--- src/rtl/dat_pkg.sv ---
// Constants for the dual action timer channel A flag and interrupt block.
// Assumes a single 100 MHz clock and an AXI4-Lite register bus.
`default_nettype none
package dat_pkg;
  // Register byte addresses
  localparam logic [7:0] DAT_CTRL_A_OFS = 8'h00;
  localparam logic [7:0] DAT_IRQ_STAT_OFS = 8'h04;
  localparam logic [7:0] DAT_IRQ_MASK_OFS = 8'h08;
  localparam logic [7:0] DAT_ARB_OFS = 8'h0c;
  // Channel A control/status field positions
  localparam int DAT_FLAG_BIT = 15;
  localparam int DAT_LVL_HI = 14;
  localparam int DAT_LVL_LO = 12;
  localparam int DAT_ARB_MSB_BIT = 11;
  localparam int DAT_IEN_BIT = 10;
  localparam int DAT_MODE_HI = 1;
  localparam int DAT_MODE_LO = 0;
  localparam logic [15:0] DAT_CTRL_A_RST = 16'h0000;
  // Arbitration register: low three bits of the arbitration number
  localparam logic [2:0] DAT_ARB_LOW_RST = 3'h0;
  // Interrupt status bits
  localparam int DAT_IRQ_FLAG_A = 0;
  localparam int DAT_IRQ_FLAG_B = 1;
  localparam int DAT_IRQ_BITS = 2;
  localparam logic [1:0] DAT_IRQ_MASK_RST = 2'h0;
  localparam logic [2:0] DAT_LVL_OFF = 3'h0;
  // AXI responses
  localparam logic [1:0] DAT_RESP_OKAY = 2'h0;
  localparam logic [1:0] DAT_RESP_SLVERR = 2'h2;
  // Channel modes
  typedef enum logic [1:0] {
    DAT_MODE_CAPTURE = 2'h0,
    DAT_MODE_COMPARE = 2'h1,
    DAT_MODE_TOGGLE = 2'h2,
    DAT_MODE_PULSE = 2'h3
  } dat_mode_t;
endpackage : dat_pkg
`default_nettype wire

--- src/rtl/dat_chan_irq.sv ---
// What this block does
// Capture while flag set latches new value, flag stays set.
// Compare match while flag set is processed, flag stays set.
// Toggle match while flag set still toggles output, flag stays set.
// Internal compare match while flag set is handled, flag stays set.
// Flag clears only after a read seeing one, then a zero write.
// Event between that read and write cancels the clear.
// Flag reads one after an event, zero since last clear.
// Level zero disables requests; one to seven give rising priority.
// Level field readable, writable anytime, zero after reset.
// Level in channel A register applies to both channels.
// Arbitration bit is the msb above the three-bit arbitration field.
// Software gives every requesting module a distinct arbitration number.
// Equal-priority simultaneous requests contend by arbitration number.
// Arbitration bit in channel A register serves both channels.
// Only hardware sets the flag; software or reset clears it.
// Request when flag set, enable one and level nonzero.
// Request drops once flag cleared or enable written zero.
//
// Channel A flag, level and arbitration, with AXI4-Lite registers.
// Assumes events and channel B flag and enable arrive on core_clk_in already.
`default_nettype none
module dat_chan_irq
  import dat_pkg::*;
#(
  parameter int DATA_W = 16
) (
  // Clock and reset
  input wire logic core_clk_in,
  input wire logic rst_n_in,
  // AXI4-Lite write
  input wire logic [7:0] s_axi_awaddr_in,
  input wire logic s_axi_awvalid_in,
  output logic s_axi_awready_out,
  input wire logic [31:0] s_axi_wdata_in,
  input wire logic [3:0] s_axi_wstrb_in,
  input wire logic s_axi_wvalid_in,
  output logic s_axi_wready_out,
  output logic [1:0] s_axi_bresp_out,
  output logic s_axi_bvalid_out,
  input wire logic s_axi_bready_in,
  // AXI4-Lite read
  input wire logic [7:0] s_axi_araddr_in,
  input wire logic s_axi_arvalid_in,
  output logic s_axi_arready_out,
  output logic [31:0] s_axi_rdata_out,
  output logic [1:0] s_axi_rresp_out,
  output logic s_axi_rvalid_out,
  input wire logic s_axi_rready_in,
  // Channel A events and data, channel B flag and enable
  input wire logic capture_evt_in,
  input wire logic compare_evt_in,
  input wire logic [DATA_W-1:0] capture_value_in,
  input wire logic chb_flag_in,
  input wire logic chb_ien_in,
  // Channel outputs
  output logic [DATA_W-1:0] capture_latch_out,
  output logic compare_pin_out,
  output logic compare_hit_out,
  // Module bus request
  output logic bus_irq_req_out,
  output logic [2:0] bus_irq_level_out,
  output logic [3:0] bus_arb_number_out,
  // Host interrupt
  output logic irq_out
);
  logic flag_a;
  logic flag_event;
  logic flag_read;
  logic flag_wzero;
  logic [2:0] level_r;
  logic arb_msb_r;
  logic [2:0] arb_low_r;
  logic ien_r;
  dat_mode_t mode_r;
  logic [DAT_IRQ_BITS-1:0] stat_r;
  logic [DAT_IRQ_BITS-1:0] mask_r;
  logic [DAT_IRQ_BITS-1:0] stat_set;
  logic flag_b_d_r;
  logic [7:0] aw_addr_r;
  logic aw_have_r;
  logic [31:0] w_data_r;
  logic [3:0] w_strb_r;
  logic w_have_r;
  logic wr_go;
  logic rd_go;
  logic [15:0] ctrl_view;

  function automatic logic addr_known(input logic [7:0] a);
    addr_known = (a == DAT_CTRL_A_OFS) || (a == DAT_IRQ_STAT_OFS) ||
                 (a == DAT_IRQ_MASK_OFS) || (a == DAT_ARB_OFS);
  endfunction : addr_known

  // Every mode's event sets the flag regardless of its current state
  assign flag_event = (mode_r == DAT_MODE_CAPTURE) ? capture_evt_in
                                                   : compare_evt_in;
  assign wr_go = aw_have_r && w_have_r && !s_axi_bvalid_out;
  assign rd_go = s_axi_arvalid_in && s_axi_arready_out;
  assign flag_read = rd_go && (s_axi_araddr_in == DAT_CTRL_A_OFS);
  assign flag_wzero = wr_go && (aw_addr_r == DAT_CTRL_A_OFS) &&
                      w_strb_r[1] && !w_data_r[DAT_FLAG_BIT];

  dat_flag_ctl u_flag (
    .core_clk_in(core_clk_in),
    .rst_n_in(rst_n_in),
    .event_in(flag_event),
    .read_in(flag_read),
    .write_zero_in(flag_wzero),
    .flag_out(flag_a)
  );

  always_comb begin
    ctrl_view = DAT_CTRL_A_RST;
    ctrl_view[DAT_FLAG_BIT] = flag_a;
    ctrl_view[DAT_LVL_HI:DAT_LVL_LO] = level_r;
    ctrl_view[DAT_ARB_MSB_BIT] = arb_msb_r;
    ctrl_view[DAT_IEN_BIT] = ien_r;
    ctrl_view[DAT_MODE_HI:DAT_MODE_LO] = mode_r;
  end

  // Write channel: address and data taken in either order
  always_ff @(posedge core_clk_in or negedge rst_n_in) begin
    if (!rst_n_in) begin
      aw_have_r <= 1'b0;
      aw_addr_r <= 8'h00;
      s_axi_awready_out <= 1'b0;
    end else begin
      s_axi_awready_out <= !aw_have_r && !s_axi_awready_out;
      if (s_axi_awvalid_in && s_axi_awready_out) begin
        aw_have_r <= 1'b1;
        aw_addr_r <= s_axi_awaddr_in;
        s_axi_awready_out <= 1'b0;
      end else if (wr_go) begin
        aw_have_r <= 1'b0;
      end
    end
  end

  always_ff @(posedge core_clk_in or negedge rst_n_in) begin
    if (!rst_n_in) begin
      w_have_r <= 1'b0;
      w_data_r <= 32'h0000_0000;
      w_strb_r <= 4'h0;
      s_axi_wready_out <= 1'b0;
    end else begin
      s_axi_wready_out <= !w_have_r && !s_axi_wready_out;
      if (s_axi_wvalid_in && s_axi_wready_out) begin
        w_have_r <= 1'b1;
        w_data_r <= s_axi_wdata_in;
        w_strb_r <= s_axi_wstrb_in;
        s_axi_wready_out <= 1'b0;
      end else if (wr_go) begin
        w_have_r <= 1'b0;
      end
    end
  end

  always_ff @(posedge core_clk_in or negedge rst_n_in) begin
    if (!rst_n_in) begin
      s_axi_bvalid_out <= 1'b0;
      s_axi_bresp_out <= DAT_RESP_OKAY;
    end else if (wr_go) begin
      s_axi_bvalid_out <= 1'b1;
      s_axi_bresp_out <= addr_known(aw_addr_r) ? DAT_RESP_OKAY
                                               : DAT_RESP_SLVERR;
    end else if (s_axi_bready_in) begin
      s_axi_bvalid_out <= 1'b0;
    end
  end

  // Control fields; the level and arbitration bit are shared by both channels
  always_ff @(posedge core_clk_in or negedge rst_n_in) begin
    if (!rst_n_in) begin
      level_r <= DAT_CTRL_A_RST[DAT_LVL_HI:DAT_LVL_LO];
      arb_msb_r <= DAT_CTRL_A_RST[DAT_ARB_MSB_BIT];
      ien_r <= DAT_CTRL_A_RST[DAT_IEN_BIT];
      mode_r <= dat_mode_t'(DAT_CTRL_A_RST[DAT_MODE_HI:DAT_MODE_LO]);
    end else if (wr_go && aw_addr_r == DAT_CTRL_A_OFS) begin
      if (w_strb_r[1]) begin
        level_r <= w_data_r[DAT_LVL_HI:DAT_LVL_LO];
        arb_msb_r <= w_data_r[DAT_ARB_MSB_BIT];
        ien_r <= w_data_r[DAT_IEN_BIT];
      end
      if (w_strb_r[0]) begin
        mode_r <= dat_mode_t'(w_data_r[DAT_MODE_HI:DAT_MODE_LO]);
      end
    end
  end

  always_ff @(posedge core_clk_in or negedge rst_n_in) begin
    if (!rst_n_in) begin
      arb_low_r <= DAT_ARB_LOW_RST;
      mask_r <= DAT_IRQ_MASK_RST;
    end else if (wr_go && w_strb_r[0]) begin
      if (aw_addr_r == DAT_ARB_OFS) begin
        arb_low_r <= w_data_r[2:0];
      end
      if (aw_addr_r == DAT_IRQ_MASK_OFS) begin
        mask_r <= w_data_r[DAT_IRQ_BITS-1:0];
      end
    end
  end

  // Sticky status: channel A event of the selected mode and rising flag of B, write one to clear, set wins
  always_ff @(posedge core_clk_in or negedge rst_n_in) begin
    if (!rst_n_in) begin
      flag_b_d_r <= 1'b0;
    end else begin
      flag_b_d_r <= chb_flag_in;
    end
  end

  always_comb begin
    stat_set = '0;
    stat_set[DAT_IRQ_FLAG_A] = flag_event;
    stat_set[DAT_IRQ_FLAG_B] = chb_flag_in && !flag_b_d_r;
  end

  always_ff @(posedge core_clk_in or negedge rst_n_in) begin
    if (!rst_n_in) begin
      stat_r <= '0;
    end else if (wr_go && aw_addr_r == DAT_IRQ_STAT_OFS && w_strb_r[0]) begin
      stat_r <= (stat_r & ~w_data_r[DAT_IRQ_BITS-1:0]) | stat_set;
    end else begin
      stat_r <= stat_r | stat_set;
    end
  end

  // Read channel
  always_ff @(posedge core_clk_in or negedge rst_n_in) begin
    if (!rst_n_in) begin
      s_axi_arready_out <= 1'b0;
      s_axi_rvalid_out <= 1'b0;
      s_axi_rdata_out <= 32'h0000_0000;
      s_axi_rresp_out <= DAT_RESP_OKAY;
    end else begin
      s_axi_arready_out <= !s_axi_rvalid_out && !s_axi_arready_out;
      if (rd_go) begin
        s_axi_arready_out <= 1'b0;
        s_axi_rvalid_out <= 1'b1;
        s_axi_rresp_out <= addr_known(s_axi_araddr_in) ? DAT_RESP_OKAY
                                                       : DAT_RESP_SLVERR;
        unique case (s_axi_araddr_in)
          DAT_CTRL_A_OFS: s_axi_rdata_out <= {16'h0000, ctrl_view};
          DAT_IRQ_STAT_OFS: s_axi_rdata_out <= {30'h0, stat_r};
          DAT_IRQ_MASK_OFS: s_axi_rdata_out <= {30'h0, mask_r};
          DAT_ARB_OFS: s_axi_rdata_out <= {29'h0, arb_low_r};
          default: s_axi_rdata_out <= 32'h0000_0000;
        endcase
      end else if (s_axi_rvalid_out && s_axi_rready_in) begin
        s_axi_rvalid_out <= 1'b0;
      end
    end
  end

  // Capture latch and compare pin keep working with the flag set
  always_ff @(posedge core_clk_in or negedge rst_n_in) begin
    if (!rst_n_in) begin
      capture_latch_out <= '0;
      compare_pin_out <= 1'b0;
      compare_hit_out <= 1'b0;
    end else begin
      compare_hit_out <= 1'b0;
      unique case (mode_r)
        DAT_MODE_CAPTURE: begin
          if (capture_evt_in) begin
            capture_latch_out <= capture_value_in;
          end
        end
        DAT_MODE_COMPARE: begin
          if (compare_evt_in) begin
            compare_pin_out <= 1'b1;
          end
        end
        DAT_MODE_TOGGLE: begin
          if (compare_evt_in) begin
            compare_pin_out <= !compare_pin_out;
          end
        end
        DAT_MODE_PULSE: begin
          compare_hit_out <= compare_evt_in;
        end
      endcase
    end
  end

  // Module bus request: shared level and 4-bit arbitration number
  always_ff @(posedge core_clk_in or negedge rst_n_in) begin
    if (!rst_n_in) begin
      bus_irq_req_out <= 1'b0;
      bus_irq_level_out <= DAT_LVL_OFF;
      bus_arb_number_out <= 4'h0;
      irq_out <= 1'b0;
    end else begin
      // A zero level stops both channels from requesting
      bus_irq_req_out <= (level_r != DAT_LVL_OFF) &&
        ((flag_a && ien_r) || (chb_flag_in && chb_ien_in));
      bus_irq_level_out <= level_r;
      bus_arb_number_out <= {arb_msb_r, arb_low_r};
      irq_out <= |(stat_r & mask_r);
    end
  end
endmodule : dat_chan_irq
`default_nettype wire

--- src/rtl/dat_flag_ctl.sv ---
// Sticky event flag with read-then-write-zero clearing.
// Assumes event and access strobes are one-cycle pulses on core_clk_in.
`default_nettype none
module dat_flag_ctl (
  // Clock and reset
  input wire logic core_clk_in,
  input wire logic rst_n_in,
  // Hardware event and software access
  input wire logic event_in,
  input wire logic read_in,
  input wire logic write_zero_in,
  // State
  output logic flag_out
);
  logic armed_r;

  // Set wins over clear; only events set, only writes or reset clear
  always_ff @(posedge core_clk_in or negedge rst_n_in) begin
    if (!rst_n_in) begin
      flag_out <= 1'b0;
    end else if (event_in) begin
      flag_out <= 1'b1;
    end else if (write_zero_in && armed_r) begin
      flag_out <= 1'b0;
    end
  end

  // Armed by a read that saw one; any event in between disarms
  always_ff @(posedge core_clk_in or negedge rst_n_in) begin
    if (!rst_n_in) begin
      armed_r <= 1'b0;
    end else if (event_in) begin
      armed_r <= 1'b0;
    end else if (read_in) begin
      armed_r <= flag_out;
    end else if (write_zero_in) begin
      armed_r <= 1'b0;
    end
  end
endmodule : dat_flag_ctl
`default_nettype wire

--- config.mk ---
export PLATFORM = sky130hd
export DESIGN_NAME = dat_chan_irq
export DESIGN_NICKNAME = d
export VERILOG_FILES = /design/src/rtl/dat_pkg.sv /design/src/rtl/dat_chan_irq.sv /design/src/rtl/dat_flag_ctl.sv
export SDC_FILE = /design/constraint.sdc
export NUM_CORES = 1
export LEC_CHECK = 0
export BUFFER_PORTS_ARGS = -buffer_cell sky130_fd_sc_hd__buf_4
export CAP_MARGIN = 20
export CORE_MARGIN = 3
export CORE_UTILIZATION = 47
export CTS_CLUSTER_DIAMETER = 40
export DETAILED_ROUTE_END_ITERATION = 10
export PLACE_DENSITY = 0.8
export SLEW_MARGIN = 20
export SYNTH_ARGS = -nofsm -noshare
export SYNTH_HDL_FRONTEND = slang
export SYNTH_SLANG_ARGS = --single-unit
--- constraint.sdc ---
create_clock -name core_clk_in -period 1.95 [get_ports core_clk_in]
set_input_delay 0.39 -clock core_clk_in [delete_from_list [all_inputs] [get_ports core_clk_in]]
set_output_delay 0.39 -clock core_clk_in [all_outputs]
set_load 0.02 [all_outputs]
==> flow_summary.toml <==
[die]
die-width_um = 89.8
fp.dieH_um = 89.8
initial_core_util = 0.502
io_pins = 147
core_um2 = 6570
rows = 29
die_area_um2 = 8060

[drt]
via_count = 2106
avgViaCountPerCell = 4.75
post_drt_wl_per_cell_um = 14.3
firstDrtPassIters = 4
routed_wirelength_mm = 6.31
final_antenna_net_count = 0
drc_errors = 0
drt-initial-drc-count = 79

[logic_synthesis]
synth_seq_cells = 81
synth-adder-area-share = 0
synth-simple-area-share = 0.0835
syn_avg_cell_area_um2 = 14.0
synth_xor_area_frac = 0
synth_top_family_by_area = "multiplexers"
syn_inst = 236
yosysMostFrequentCell = "dfrtp_1"
async_reset_ff_frac = 1.00
synth_top_area_cell = "dfrtp_1"
netlist_top_cells_area = "dfrtp_1 61%, mux2_2 16%, buf_4 5.9%"
synth_mux_area_frac = 0.178
yosysWarnings = 0
syn_area_um2 = 3300
synth_edf_count = 0
synth.top_cells.by_count = "81 x dfrtp_1, 47 x mux2_2, 26 x buf_4"
yosysSeqAreaShare = 0.615
synth.distinct_cells = 37
synth-main-ff-cell = "dfrtp_1"
synth_compound_area_frac = 0.0501
yosys.area.top_type_share = 0.615

[critical_path]
critPathLaunchType = "flop"
r2r_end = "mode_r[1]"
cp-end-kind = "flop"
reg2reg_slack_ps = 260
cp-startpoint = "aw_addr_r[5]"
r2r.worst_path.cells = 4
arrival_ps = 1910
r2r_start = "aw_addr_r[5]"
worst-setup-path-type = "reg2reg"
required_ps = 2170
critPathMaxFanout = 7
cp-endpoint = "mode_r[1]"

[clock_tree]
clockBufferDepth = 2
path_clk_slew_ps = 80
numCtsBuffers = 9
cts_tree = "built"
clock_sinks = 81
postCtsSetupBuffers = 0
htree_levels = 3
clk_latency_ps = 340
ctsRootBufferMaster = "clkbuf_8"

[layout]
utilization = 0.656
area_growth_syn_to_layout_pct = 30.7
drive_above_1_share = 0.509
design_area_um2 = 4310
diodes = 0
fin_nets = 424

[global_route]
antenna_found_initial = 0
grt_remaining_overflow = 0
grt_pass1_vias = 2204
grt.total_usage = 0.164
grt_max_degree = 51
grt_pass1_wl_mm = 10.7

[power]
leakage_nw = 2.14
ir_worst_vdd_uv = 743
power_mw = 4.96
p_per_area_nw_per_um2 = 1150

[sta]
tns_ps = 0
max_freq_mhz = 592
drv_slew = 0
max_slew_margin = 0.590
setup_viol = 0
setup_ws_ps = 259
finalCritPeriodShare = 0.867
fin_crit_ps = 1690
rsz0062_at_grt = "no"
hold_viol = 0
finalClockSkew_ps = 7.46
tightest_slew_ps = 615

[placement]
place_hpwl_mm = 4.80
numPortBuffers = 96
gp_congestion = 0.736
placed_area_um2 = 4090
place_ws_ps = 102

[min_path]
hold_class = "in2async"

[job]
max_cap_violations = 0

[run_status]
outcome = "complete, no violations"
==> state kept, by name, indices dropped and copies added (netlist names), 2 cells and up <==
signal              count
capture_latch_out      16
bus_arb_number_out      4
w_data_r                9
aw_addr_r               8
stat_r                  2
w_strb_r                2
bus_irq_level_out       3
level_r                 3
mask_r                  2
arb_low_r               3
mode_r                  2
s_axi_rdata_out         9
==> report_power, final <==
| group | leakage, nW | internal [mW] | switching (mW) |
|---|---|---|---|
| registers | 1.01 | 2.08 | 0.312 |
| clock network | 0.109 | 0.720 | 0.594 |
| logic | 1.02 | 0.646 | 0.602 |
| total | 2.14 | 3.45 | 1.51 |
==> routing by layer <==
metal / track usage / part of all wire / vias up
met3: 0.0434 / 0.066 / 9
met2: 0.274 / 0.51 / 73
met1: 0.202 / 0.41 / 1026
met5: 0 / 0 / -
li1: - / - / 998
met4: 0.0651 / 0.013 / 0
==> cell type report <==
| type | count | area (um2) |
|---|---|---|
| Clock buffer | 9 | 124 |
| Clock inverter | 7 | 95.1 |
| Fill cell | 504 | 2260 |
| Inverter | 7 | 26.3 |
| Multi-Input combinational cell | 142 | 1130 |
| Sequential cell | 81 | 2030 |
| Tap cell | 93 | 116 |
| Timing Repair Buffer | 104 | 793 |
==> through the flow <==
| stage | cells | hold slack [ps] |
|---|---|---|
| after floorplan | 260 | 94.4 |
| after global placement | 427 | 383 |
| after detailed placement | 427 | 383 |
| after CTS | 443 | 67.5 |
| after global routing | 443 | 102 |
| final | 443 | 55.5 |
==> worst min-delay path by stage <==
stage | startpoint | to | depth (start not counted)
2_1_floorplan | rst_n_in | arb_low_r[0] | 0
3_3_place_gp | arb_msb_r | bus_arb_number_out[3] | 0
3_5_place_dp | arb_low_r[2] | bus_arb_number_out[2] | 0
4_1_cts | rst_n_in | s_axi_rresp_out[1] | 1
5_1_grt | rst_n_in | s_axi_rresp_out[1] | 1
6_report | rst_n_in | s_axi_rresp_out[1] | 1
==> critical path, stage by stage, from the launching register on <==
cell and delay (ps):
dfrtp_1 380, nor4_1 350, and3_2 360, nand3_1 170, mux2_2 310
==> cells by family (layout without fill, tap and decap cells) <==
group                  count (synthesis)  count (layout)
DFF                                   81              81
muxes                                 50              50
and+or+nand+nor                       44              44
buffers and inverters                 37             127
AOI/OAI and AO/OA                     23              23
other                                  1              25
==> placed cells by master, fill, tap and decap left out, types with 2 or more instances in the layout <==
cell	Yosys	routed
clkbuf_8	0	9
nand4_1	2	2
dfrtp_1	81	81
nor2_1	10	10
a22o_1	6	6
bufinv_16	0	2
clkinv_2	0	2
o31ai_1	2	2
conb_1	1	25
inv_1	7	7
buf_4	26	103
nand2_1	14	14
clkinv_4	0	2
nand3_1	3	3
o21ai_0	8	8
mux2_2	47	47
nor3_1	2	2
==> repair_timing <==
item                       CTS  global route
gates resized for setup      0             1
setup endpoints to repair    0             2
hold buffers                 0             0
No activity file was read; power rests on OpenSTA's default activity.
